===== src/design/spdif_pkg.sv =====
// Shared constants and carrier types for the sub-frame transceiver.
// Assumes a single 50 MHz clock domain and synchronous pin inputs.
`default_nettype none
package spdif_pkg;
   localparam int CLK_PERIOD_NS = 20;
   // Silence on the input longer than this drops lock.
   localparam int LOSS_TIME_NS  = 2000;
   localparam int LOSS_CYCLES   = LOSS_TIME_NS / CLK_PERIOD_NS;
   localparam logic [7:0] LOSS_LEN = 8'(LOSS_CYCLES);
   localparam logic [7:0] UNIT_MAX = 8'hFF;
   // Half-cell length used for the free-running transmit clock.
   localparam logic [7:0] STD_UI   = 8'h08;
   localparam logic [3:0] PRE_UI   = 4'h8;
   localparam logic [5:0] DATA_UI  = 6'h08;
   localparam logic [5:0] LAST_UI  = 6'h3F;
   localparam logic [4:0] LAST_BIT = 5'h1B;
   localparam logic [7:0] LAST_FRM = 8'hBF;
   localparam logic [7:0] CONS_FRM = 8'h28;
   localparam int V_POS = 24;
   localparam int U_POS = 25;
   localparam int C_POS = 26;
   localparam int FIFO_DEPTH = 32;
   // Preamble levels, first half-cell in the top bit, for a low start.
   localparam logic [7:0] PRE_B = 8'hE8;
   localparam logic [7:0] PRE_M = 8'hE2;
   localparam logic [7:0] PRE_W = 8'hE4;
   typedef enum logic [1:0] {PRE_BLK, PRE_CHA, PRE_CHB} pre_t;
   typedef struct packed {
      logic        blk_start;
      logic        chan_b;
      logic        c;
      logic        u;
      logic        v;
      logic [23:0] sample;
   } sub_t;
   function automatic logic odd_par(input logic [27:0] w);
      return ^w;
   endfunction
endpackage
`default_nettype wire


===== src/design/spdif_subframe_transceiver.sv =====
// Sub-frame receiver, 32-word FIFO and sub-frame transmitter.
// Assumes spdif_rx_in and ext_tx_clk are already synchronous to mclk.
// How it works
// - Link is bi-phase-mark coded both ways.
// - Two sub-frames pair into one frame.
// - Preamble starts each sub-frame; one marks blocks.
// - Four auxiliary bits follow, LSB first.
// - Twenty audio bits, LSB first, make 24.
// - Validity bit set means sample invalid.
// - User bits collected into a block.
// - Channel-status bits form a status block.
// - Parity bit gives even parity, checked.
// - Only first 40 frames fill the blocks.
// - Transmitter never sends host user data.
// - Received user bits drive output pin 0.
// - Recovered audio goes out or loops through.
// - Recovered clock can drive the clock pin.
// - Without input, hold last or standard rate.
// - Transmit data from receiver or host input.
// - Transmit timing internal when looping, else external.
// - Handles 32k to 192k frames per second.
// - Reference clock between 10 and 27 MHz; this design runs on one 50 MHz mclk.
`default_nettype none

module sub_fifo #(
   parameter int WIDTH = 29,
   parameter int DEPTH = 32
) (
   input  wire logic             mclk,
   input  wire logic             rst_n,
   input  wire logic [WIDTH-1:0] in_data,
   input  wire logic             in_valid,
   output logic                  in_ready,
   output logic [WIDTH-1:0]      out_data,
   output logic                  out_valid,
   input  wire logic             out_ready
);
   localparam int AW = $clog2(DEPTH);
   localparam logic [AW:0] FULL = (AW+1)'(DEPTH);
   logic [WIDTH-1:0] mem [DEPTH];
   logic [AW-1:0]    wr_ptr;
   logic [AW-1:0]    rd_ptr;
   logic [AW:0]      count;
   logic [AW:0]      next_count;
   logic             push;
   logic             pop;

   assign push = in_valid & in_ready;
   assign pop = out_valid & out_ready;
   assign out_valid = (count != '0);
   assign out_data = mem[rd_ptr];
   assign next_count = count + (AW+1)'(push) - (AW+1)'(pop);

   always_ff @(posedge mclk) begin
      if (push) begin
         mem[wr_ptr] <= in_data;
      end
   end

   always_ff @(posedge mclk or negedge rst_n) begin
      if (!rst_n) begin
         wr_ptr <= '0;
         rd_ptr <= '0;
         count <= '0;
         in_ready <= 1'b0;
      end else begin
         wr_ptr <= wr_ptr + AW'(push);
         rd_ptr <= rd_ptr + AW'(pop);
         count <= next_count;
         in_ready <= (next_count != FULL);
      end
   end
endmodule // sub_fifo

module spdif_subframe_transceiver (
   input  wire logic        mclk,
   input  wire logic        rst_n,
   input  wire logic        spdif_rx_in,
   output logic             spdif_tx_out,
   input  wire logic        src_sel,
   input  wire logic        hold_last_rate,
   input  wire logic        high_drive_clock_output_en,
   input  wire logic        ext_tx_clk,
   input  wire logic [39:0] tx_channel_status,
   input  wire spdif_pkg::sub_t sai_in,
   input  wire logic        sai_valid,
   output logic             sai_ready,
   output spdif_pkg::sub_t  rx_sub,
   output logic             rx_valid,
   output logic             parity_error,
   output logic             rx_error,
   output logic             locked,
   output logic [39:0]      cs_block,
   output logic [39:0]      user_block,
   output logic             block_done,
   output logic [2:0]       general_purpose_output_pin,
   output logic             high_drive_clock_output
);
   typedef enum {RX_HUNT, RX_PRE, RX_BITS} rx_state_t;
   rx_state_t          rx_state;
   spdif_pkg::pre_t    rx_kind;
   spdif_pkg::sub_t    f_in;
   spdif_pkg::sub_t    f_out;
   logic        rx_prev;
   logic [7:0]  rx_len;
   logic [7:0]  unit;
   logic [7:0]  last_unit;
   logic [3:0]  rx_uis;
   logic [3:0]  pre_sum;
   logic        rx_first;
   logic        rx_half;
   logic [4:0]  rx_bitn;
   logic [27:0] rx_shift;
   logic [27:0] word_next;
   logic [7:0]  frame_cnt;
   logic [7:0]  frame_idx;
   logic        edge_seen;
   logic        loss;
   logic [1:0]  cls;
   logic        bad;
   logic        bit_done;
   logic        bit_val;
   logic        sub_done;
   logic        f_valid;
   logic        f_out_valid;
   logic        f_pop;
   logic [7:0]  tx_div;
   logic [7:0]  tx_period;
   logic        div_tick;
   logic        ext_prev;
   logic        tx_tick;
   logic [5:0]  tx_ui;
   logic [4:0]  bidx;
   logic [27:0] tx_word;
   logic [7:0]  tx_pat;
   logic        tx_base;
   logic        tx_chb;
   logic [7:0]  tx_frame;
   logic [7:0]  new_frame;
   logic [26:0] tx_pay;
   logic        next_lvl;

   function automatic logic [1:0] ui_class(input logic [7:0] len, input logic [7:0] u);
      logic [10:0] l2;
      logic [10:0] uu;
      l2 = {2'h0, len, 1'b0};
      uu = {3'h0, u};
      if (l2 < 11'(uu * 11'h3)) return 2'h1;
      if (l2 < 11'(uu * 11'h5)) return 2'h2;
      return 2'h3;
   endfunction

   // Half-cells are measured against the shortest pulse seen; at 192k
   // frames a half-cell is about two clocks, so that end is marginal.
   assign edge_seen = spdif_rx_in ^ rx_prev;
   assign loss = (rx_len == spdif_pkg::LOSS_LEN);
   assign cls = ui_class(rx_len, unit);
   assign pre_sum = rx_uis + {2'h0, cls};
   assign sub_done = bit_done && (rx_bitn == spdif_pkg::LAST_BIT);
   assign word_next = {bit_val, rx_shift[27:1]};

   always_comb begin
      bit_done = 1'b0;
      bit_val = 1'b0;
      bad = 1'b0;
      if (rx_state == RX_BITS && edge_seen) begin
         if (cls == 2'h2) begin
            bit_done = ~rx_half;
            bad = rx_half;
         end else if (cls == 2'h1) begin
            bit_done = rx_half;
            bit_val = 1'b1;
         end else begin
            bad = 1'b1;
         end
      end
      if (rx_state == RX_PRE && edge_seen && pre_sum > spdif_pkg::PRE_UI) begin
         bad = 1'b1;
      end
   end

   always_ff @(posedge mclk or negedge rst_n) begin
      if (!rst_n) begin
         rx_prev <= 1'b0;
         rx_len <= 8'h01;
         unit <= spdif_pkg::UNIT_MAX;
      end else begin
         rx_prev <= spdif_rx_in;
         if (edge_seen) begin
            rx_len <= 8'h01;
         end else if (!loss) begin
            rx_len <= rx_len + 8'h01;
         end
         if (loss) begin
            unit <= spdif_pkg::UNIT_MAX;
         end else if (edge_seen && rx_len < unit) begin
            unit <= rx_len;
         end
      end
   end

   always_ff @(posedge mclk or negedge rst_n) begin
      if (!rst_n) begin
         rx_state <= RX_HUNT;
         rx_kind <= spdif_pkg::PRE_BLK;
         rx_uis <= 4'h0;
         rx_first <= 1'b0;
         rx_half <= 1'b0;
         rx_bitn <= 5'h00;
         rx_shift <= 28'h0000000;
      end else if (loss || bad) begin
         rx_state <= RX_HUNT;
      end else begin
         case (rx_state)
            RX_HUNT: begin
               if (edge_seen && cls == 2'h3 && unit != spdif_pkg::UNIT_MAX) begin
                  rx_state <= RX_PRE;
                  rx_uis <= 4'h3;
                  rx_first <= 1'b1;
               end
            end
            RX_PRE: begin
               if (edge_seen) begin
                  rx_first <= 1'b0;
                  rx_uis <= pre_sum;
                  if (rx_first) begin
                     rx_kind <= (cls == 2'h1) ? spdif_pkg::PRE_BLK :
                                (cls == 2'h3) ? spdif_pkg::PRE_CHA : spdif_pkg::PRE_CHB;
                  end
                  if (pre_sum == spdif_pkg::PRE_UI) begin
                     rx_state <= RX_BITS;
                     rx_bitn <= 5'h00;
                     rx_half <= 1'b0;
                  end
               end
            end
            RX_BITS: begin
               if (edge_seen) begin
                  rx_half <= (cls == 2'h1) & ~rx_half;
               end
               if (bit_done) begin
                  rx_shift <= word_next;
                  rx_bitn <= rx_bitn + 5'h01;
               end
               if (sub_done) begin
                  rx_state <= RX_HUNT;
               end
            end
            default: rx_state <= RX_HUNT;
         endcase
      end
   end

   always_ff @(posedge mclk or negedge rst_n) begin
      if (!rst_n) begin
         rx_sub <= '0;
         rx_valid <= 1'b0;
         parity_error <= 1'b0;
         rx_error <= 1'b0;
         locked <= 1'b0;
      end else begin
         rx_valid <= sub_done;
         rx_error <= bad | (loss & locked) | (sub_done & spdif_pkg::odd_par(word_next));
         if (loss || bad) begin
            locked <= 1'b0;
         end else if (sub_done) begin
            locked <= ~spdif_pkg::odd_par(word_next);
         end
         if (sub_done) begin
            parity_error <= spdif_pkg::odd_par(word_next);
            rx_sub <= '{blk_start: rx_kind == spdif_pkg::PRE_BLK,
                        chan_b: rx_kind == spdif_pkg::PRE_CHB,
                        c: word_next[spdif_pkg::C_POS],
                        u: word_next[spdif_pkg::U_POS],
                        v: word_next[spdif_pkg::V_POS],
                        sample: word_next[23:0]};
         end
      end
   end

   assign frame_idx = (rx_kind == spdif_pkg::PRE_BLK) ? 8'h00 :
                      (frame_cnt == spdif_pkg::LAST_FRM) ? frame_cnt : frame_cnt + 8'h01;

   always_ff @(posedge mclk or negedge rst_n) begin
      if (!rst_n) begin
         frame_cnt <= 8'h00;
         cs_block <= 40'h0000000000;
         user_block <= 40'h0000000000;
         block_done <= 1'b0;
         general_purpose_output_pin <= 3'h0;
      end else begin
         block_done <= 1'b0;
         general_purpose_output_pin[2] <= parity_error | ~locked;
         if (sub_done && rx_kind != spdif_pkg::PRE_CHB) begin
            frame_cnt <= frame_idx;
            general_purpose_output_pin[1] <= (rx_kind == spdif_pkg::PRE_BLK);
            if (frame_idx < spdif_pkg::CONS_FRM) begin
               cs_block[frame_idx[5:0]] <= word_next[spdif_pkg::C_POS];
               user_block[frame_idx[5:0]] <= word_next[spdif_pkg::U_POS];
               block_done <= (frame_idx == spdif_pkg::CONS_FRM - 8'h01);
            end
         end
         if (sub_done) begin
            general_purpose_output_pin[0] <= word_next[spdif_pkg::U_POS];
         end
      end
   end

   assign f_in = src_sel ? sai_in : rx_sub;
   assign f_valid = src_sel ? sai_valid : rx_valid;

   sub_fifo #(.WIDTH($bits(spdif_pkg::sub_t)), .DEPTH(spdif_pkg::FIFO_DEPTH)) u_fifo (
      .mclk      (mclk),
      .rst_n     (rst_n),
      .in_data   (f_in),
      .in_valid  (f_valid),
      .in_ready  (sai_ready),
      .out_data  (f_out),
      .out_valid (f_out_valid),
      .out_ready (f_pop)
   );

   assign tx_period = locked ? unit : (hold_last_rate ? last_unit : spdif_pkg::STD_UI);
   assign div_tick = (tx_div == 8'h00);
   assign tx_tick = src_sel ? (ext_tx_clk & ~ext_prev) : div_tick;
   assign f_pop = tx_tick && (tx_ui == spdif_pkg::LAST_UI);

   always_ff @(posedge mclk or negedge rst_n) begin
      if (!rst_n) begin
         tx_div <= 8'h00;
         last_unit <= spdif_pkg::STD_UI;
         ext_prev <= 1'b0;
         high_drive_clock_output <= 1'b0;
      end else begin
         ext_prev <= ext_tx_clk;
         tx_div <= div_tick ? tx_period - 8'h01 : tx_div - 8'h01;
         if (locked) begin
            last_unit <= unit;
         end
         if (!high_drive_clock_output_en) begin
            high_drive_clock_output <= 1'b0;
         end else if (div_tick) begin
            high_drive_clock_output <= ~high_drive_clock_output;
         end
      end
   end

   assign bidx = 5'((tx_ui - spdif_pkg::DATA_UI) >> 1);
   assign new_frame = !tx_chb ? tx_frame :
                      (tx_frame == spdif_pkg::LAST_FRM) ? 8'h00 : tx_frame + 8'h01;
   // empty FIFO sends an invalid sample
   assign tx_pay = {(new_frame < spdif_pkg::CONS_FRM) & tx_channel_status[new_frame[5:0]],
                    1'b0, f_out_valid ? f_out.v : 1'b1,
                    f_out_valid ? f_out.sample : 24'h000000};

   always_comb begin
      if (tx_ui < spdif_pkg::DATA_UI) begin
         next_lvl = tx_pat[3'h7 - tx_ui[2:0]] ^ tx_base;
      end else if (!tx_ui[0]) begin
         next_lvl = ~spdif_tx_out;
      end else begin
         next_lvl = spdif_tx_out ^ tx_word[bidx];
      end
   end

   always_ff @(posedge mclk or negedge rst_n) begin
      if (!rst_n) begin
         tx_ui <= 6'h00;
         tx_word <= 28'h0000000;
         tx_pat <= spdif_pkg::PRE_B;
         tx_base <= 1'b0;
         tx_chb <= 1'b0;
         tx_frame <= 8'h00;
         spdif_tx_out <= 1'b0;
      end else if (tx_tick) begin
         spdif_tx_out <= next_lvl;
         tx_ui <= tx_ui + 6'h01;
         if (tx_ui == spdif_pkg::LAST_UI) begin
            tx_base <= next_lvl;
            tx_chb <= ~tx_chb;
            tx_frame <= new_frame;
            tx_pat <= tx_chb ? ((new_frame == 8'h00) ? spdif_pkg::PRE_B : spdif_pkg::PRE_M)
                             : spdif_pkg::PRE_W;
            tx_word <= {spdif_pkg::odd_par({1'b0, tx_pay}), tx_pay};
         end
      end
   end
endmodule // spdif_subframe_transceiver
`default_nettype wire


===== config.mk =====
export PLATFORM = sky130hd
export DESIGN_NAME = spdif_subframe_transceiver
export DESIGN_NICKNAME = d
export VERILOG_FILES = /design/src/design/spdif_pkg.sv /design/src/design/spdif_subframe_transceiver.sv
export SDC_FILE = /design/constraint.sdc
export NUM_CORES = 1
export LEC_CHECK = 0
export BUFFER_PORTS_ARGS = -buffer_cell sky130_fd_sc_hd__buf_2
export CORE_UTILIZATION = 66
export DETAILED_ROUTE_END_ITERATION = 12
export GPL_TIMING_DRIVEN = 0
export PLACE_DENSITY = 0.85
export SYNTH_ARGS = -nofsm -noshare
export SYNTH_HDL_FRONTEND = slang
export SYNTH_SLANG_ARGS = --single-unit

===== constraint.sdc =====
create_clock -name mclk -period 11.7 [get_ports mclk]
set_clock_uncertainty 0.2 [all_clocks]
set_input_delay 2.34 -clock mclk [delete_from_list [all_inputs] [get_ports mclk]]
set_output_delay 2.34 -clock mclk [all_outputs]
set_load 0.005 [all_outputs]

**After elaboration in Yosys (flattened, before gate mapping)**

Memory sizes are Yosys's and may differ from the RTL's.
Index checks and enable logic that the tools add are counted.
W data, S select, Z words.

- Add/subtract/negate cells: 14
- $mul: 2
- Div/mod/pow operators: 0
- Magnitude comparators: 12
- Equal/unequal tests: 29
- Shifts and indexed selects: 0
- Muxes and demuxes: 77
- Bitwise logic cells: 21
- Reduce and logical (&&, ||, !) cells: 30

Operators by type and width:

| cell | count |
|---|---|
| $mux W32 | 5 |
| $pmux W32 S3 | 1 |
| $mux W8 | 11 |
| $bwmux W40 | 2 |
| $eq A32 B2 Y1 const B | 2 |
| $reduce_xor A28 Y1 | 2 |
| $mux W1 | 35 |
| $eq A32 B1 Y1 const B | 1 |
| $eq A32 B3 Y1 const B | 1 |
| $logic_not A32 Y1 | 1 |
| $mux W29 | 1 |
| $add A8 B1 Y8 const B | 3 |
| $mux W24 | 1 |
| $eq A8 B8 Y1 const B | 2 |
| $logic_not A8 Y1 | 2 |
| $lt A8 B6 Y1 const B | 2 |
| $mux W4 | 4 |
| $sub A8 B1 Y8 const B | 2 |
| $mux W5 | 3 |
| $lt A6 B7 Y1 const B | 2 |
| $ne A2 B2 Y1 const B | 7 |
| $mux W2 | 6 |
| $ne A3 B3 Y1 const B | 4 |
| $reduce_and A4 Y1 | 3 |
| 47 further kinds | 82 |

- Flip-flop bits (word level): 301
- Bits in latches: 0
- Memory bits (writable): 928
- Bits in read-only memories: 0
- Input bits: 77
- Output and inout port bits: 120
- Logic and storage cells: 227
- Memories kept: 1

Memory list:

| memory | depth | bits a word | read ports | clocked after Yosys merged registers in | wr ports | line | source |
|---|---|---|---|---|---|---|---|
| u_fifo.mem | 32 | 29 | 1 | 0 | 1 | spdif_subframe_transceiver.sv:40 | `logic [WIDTH-1:0] mem [DEPTH];` |

**Longest topological paths before layout**

- Depth after elaboration: 14
- Mapped depth: 27
- Gate-level depth less buffers: 25

**Modules after synthesis**

From an unflattened synthesis, not the netlist that was laid out.

- Cells, all modules: 3010
- Area total of the unflattened synthesis: 49710.2 µm²

Modules (own cells, without submodules):

| module | times used | cells an instance | area an instance (µm²) | seq. area each (µm²) |
|---|---|---|---|---|
| sub_fifo | 1 | 1768 | 36321.1 | 28292.1 |
| spdif_subframe_transceiver | 1 | 1242 | 13389.1 | 6194.7 |

**Worst setup path before layout**

Ideal clock, no wire load.

- Path type: in2reg
- Start: input src_sel
- End: register u_fifo.in_ready
- Setup time: 0.131 ns
- Arrival time: 5.329 ns
- Setup slack: 6.040 ns
- Stages on the path: 19
- Cells stage by stage: clkbuf_1 -> nand2_1 -> o22ai_1 -> and4_1 -> nand3_1 -> clkbuf_1 -> nor2_1 -> ha_1 -> inv_1 -> ha_1 -> inv_1 -> fa_1 -> inv_1 -> a21oi_1 -> nor2_1 -> nor2_1 -> xnor2_1 -> nor2_1 -> nand3_1

- Longest elaborated chain between the ends: 5
- Elaborated cells on any way between the ends: 8

RTL lines:

| element | line | source |
|---|---|---|
| start: declaration | spdif_subframe_transceiver.sv:80 | `input wire logic src_sel,` |
| $mux W1 (on tied branches) | spdif_subframe_transceiver.sv:310, spdif_subframe_transceiver.sv:325 |  |
| $and A1 B1 Y1 / $logic_and A1 B1 Y1 (equally long branches) | spdif_subframe_transceiver.sv:48, spdif_subframe_transceiver.sv:326 |  |
| $add A6 B1 Y6 / $and A1 B1 Y1 (equally long branches) | spdif_subframe_transceiver.sv:52, spdif_subframe_transceiver.sv:49 |  |
| $sub A6 B1 Y6 * | spdif_subframe_transceiver.sv:52 | `assign next_count = count + (AW+1)'(push) - (AW+1)'(pop);` |
| named net u_fifo.next_count[4] | spdif_subframe_transceiver.sv:44 | `logic [AW:0] next_count;` |
| $ne A6 B6 Y1 * | spdif_subframe_transceiver.sv:70 | `in_ready <= (next_count != FULL);` |
| end signal: assignment | spdif_subframe_transceiver.sv:70 |  |
| end: declaration | spdif_subframe_transceiver.sv:33 | `output logic in_ready,` |

The timed path passes the listed nets; every way through them passes the cells marked *.
A chain may end at the register's enable or synchronous reset.

**Final worst setup path**

Ends and elaborated chain as after synthesis.

==> results.ini <==
[status]
status = finished, final reports clean

[clock_tree]
cts_sinks = 1064
h-tree-depth = 3
cts_tree = done
post_cts_resized = 0
cts_inserted_buffers = 102
hold_buffers = 0
cts-root-buf = clkbuf_16
clk_pin_slew_ns = 0.06
post_cts_buffers = 0
clk_path_buf_depth = 3
clk-insertion-delay-late_ns = 0.69

[power]
switching_share = 0.2589
p_leak_nw = 19.07
internal_power_mw = 6.592
p_switching_mw = 2.303
combPwrFrac = 0.128
clkPwrFrac = 0.384
p_per_area_nw_per_um2 = 173.4
seq_power_share = 0.488
vdd.ir_drop.worst_mv = 0.1709

[floorplanning]
coreArea_um2 = 67160
chipHeight_um = 262.6
die_area_um2 = 68940
num_rows = 95
die-width_um = 262.6
initial_core_util = 0.6673
io_pins = 197

[global_routing]
first_global_vias = 29330
antenna_found_initial = 8
grt_max_degree = 127
grt_pass1_wl_um = 195600
grt_usage = 0.3983
overflow = 0

[worst_setup_path]
start_kind = primary input
critical_path_arrival_ns = 6.97
crit_type = primary input to register
cp_max_fo = 10
worst_setup_path_end_kind = register
worst-endpoint-required_ns = 12.03

[route]
wl_met3_um = 18780
drt_iter0_drc = 4065
first_pass_iters = 6
vias = 28510
vias_per_cell = 7.266
dr_wl_met2_um = 63930
wl_met1_um = 42060
drcViolationCount = 0
top_layer = met5
ant_nets = 0
routedWlPerCell_um = 34.59
routed_wl_um = 135700

[timing]
relSlewSlack = 0.1226
tightest_slew_ns = 1.316
drv_slew = 0
hold_viol = 0
fin_setup_tns_ns = 0
fmax_mhz = 150.6
setup-violations-final = 0
period_share = 0.5675
rsz0062_at_grt = false
finalCriticalPeriod_ns = 6.640

[yosys]
yosys_most_used_dff = edfxtp_1
async_reset_ff_frac = 0.2481
synth_edf_count = 800
yosysTopAreaCell = edfxtp_1
ys_ff_latch = 1064
synth_cells = 2637
syn_area_per_cell_um2 = 16.99
synth_nets = 2783
ys_types = 85
synth_area_leaders = edfxtp_1 (54%), dfrtp_1 (14%), mux4_2 (9.2%)
synth_top_area_frac = 0.5361
yosysMostFrequentCell = edfxtp_1
synth_area_um2 = 44810
yosysWarnings = 0
synth_common_cells = edfxtp_1 (800), dfrtp_1 (253), nand2_1 (190)
yosysSeqAreaShare = 0.6838

[finish]
design_area_um2 = 51300
nNetsFinal = 3111
synthToLayoutAreaGrowth_pct = 14.49
fillers = 3433
drive_gt1_frac = 0.2767

[placement]
hpwl_um = 82930
port_buffers = 190
place_congestion = 0.9137
place_area_um2 = 47880

[min_path]
hp-class = register to register

[job]
drv_cap = 0

-- per-layer routing --
metal | track usage | vias up
met2 | 0.6331 | 2744
met5 | 0 | -
met3 | 0.1249 | 743
li1 | - | 10970
met4 | 0.2622 | 12
met1 | 0.4722 | 14050
-- critical path, stage by stage --
cell,delay [ns]
clkbuf_1,0.61
nand2_1,0.10
o22ai_1,0.60
and4_1,0.35
nand3_1,0.28
clkbuf_1,0.37
nor2_1,0.45
ha_1,0.33
inv_1,0.07
ha_1,0.18
inv_1,0.08
fa_1,0.44
inv_1,0.09
a21oi_1,0.07
nor2_1,0.11
nor2_1,0.07
xnor2_1,0.16
nor2_1,0.12
nand3_1,0.12
-- final cells by class --
class                           count  area [um2]  share of cell area
Antenna cell                        4       10.01           0.0001951
Buffer                            139       740.7             0.01444
Clock inverter                     59       649.4             0.01266
Inverter                           44       165.2            0.003219
Multi-Input combinational cell   1390       13500              0.2632
Tap cell                          873        1092             0.02129
Sequential cell                  1064       30640              0.5973
Clock buffer                      127        2769             0.05397
Timing Repair Buffer              224        1732             0.03375
-- metrics by stage --
stage	instances	utilization	setup WS [ns]	hold slack, ns	total power, mW
after global routing	3920	0.7638	4.892	0.2839	9.094
final	3924	0.7639	5.060	0.2548	8.895
after global placement	3700	0.6977	3.544	0.2380	5.343
after CTS	3920	0.7638	5.227	0.2551	8.853
after floorplan	2637	-	6.040	0.2173	5.084
after detailed placement	3734	0.7129	4.599	0.2493	5.484
-- cell usage in the layout (no fill, tap or decap), drive strengths merged, types with 34 or more instances in the layout --
cell type and count:
edfxtp 800, clkbuf 197, ha 65, mux2i 81
clkinv 34, nor2 93, mux4 184, inv 48
mux2 174, buf 293, dfrtp 253, xor2 34
nand2 190, xnor2 71, nand3 66, o21ai 57
-- cell families (layout without fill, tap and decap cells) --
group | Yosys count | count (layout) | synth area share
muxes | 439 | 439 | 0.1543
other | 0 | 4 | 0
AOI/OAI and AO/OA | 295 | 295 | 0.04872
adders and majority gates | 69 | 69 | 0.01994
and+or+nand+nor | 480 | 480 | 0.05115
buffers and inverters | 183 | 593 | 0.02021
DFF | 1064 | 1064 | 0.6838
xor gates and xnor gates | 107 | 107 | 0.02186
-- sequential cells by signal, summed over array words and instances (netlist names), 2 cells and up --
signal                      count
rx_state                        2
rx_bitn                         5
last_unit                       8
rx_len                          8
rx_uis                          4
tx_div                          8
rx_kind                         2
u_fifo.mem                    800
frame_cnt                       8
tx_word                        27
u_fifo.wr_ptr                   5
general_purpose_output_pin      3
unit                            8
tx_ui                           6
rx_shift                       27
rx_sub                         28
tx_pat                          3
user_block                     40
cs_block                       40
tx_frame                        8
u_fifo.count                    6
u_fifo.rd_ptr                   5
-- path summary, 6_finish.rpt --
path | from | end | slack [ns] | depth (start not counted)
max | src_sel | u_fifo.in_ready$_DFF_PN0_ | 5.06 | 19
min | tx_pat[3]$_DFFE_PN1P_ | tx_pat[3]$_DFFE_PN1P_ | 0.25 | 2
max reg2reg | unit[1]$_DFFE_PN1P_ | rx_shift[18]$_DFFE_PN0P_ | 5.48 | 26
min reg2reg | tx_pat[3]$_DFFE_PN1P_ | tx_pat[3]$_DFFE_PN1P_ | 0.25 | 2
max in group asynchronous | rst_n | user_block[17]$_DFFE_PN0P_ | 8.50 | 3
min in group asynchronous | rst_n | tx_pat[1]$_DFFE_PN0P_ | 1.41 | 1
-- power by group through the flow --
stage | clock network (mW) | logic (mW) | registers [mW]
finish | 3.42 | 1.14 | 4.34
global route | 3.54 | 1.22 | 4.34
CTS | 3.41 | 1.12 | 4.33
detailed placement | 0 | 1.09 | 4.40
global placement | 0 | 0.955 | 4.39
floorplan | 0 | 0.721 | 4.36
Power figures use the tool's default switching activity.
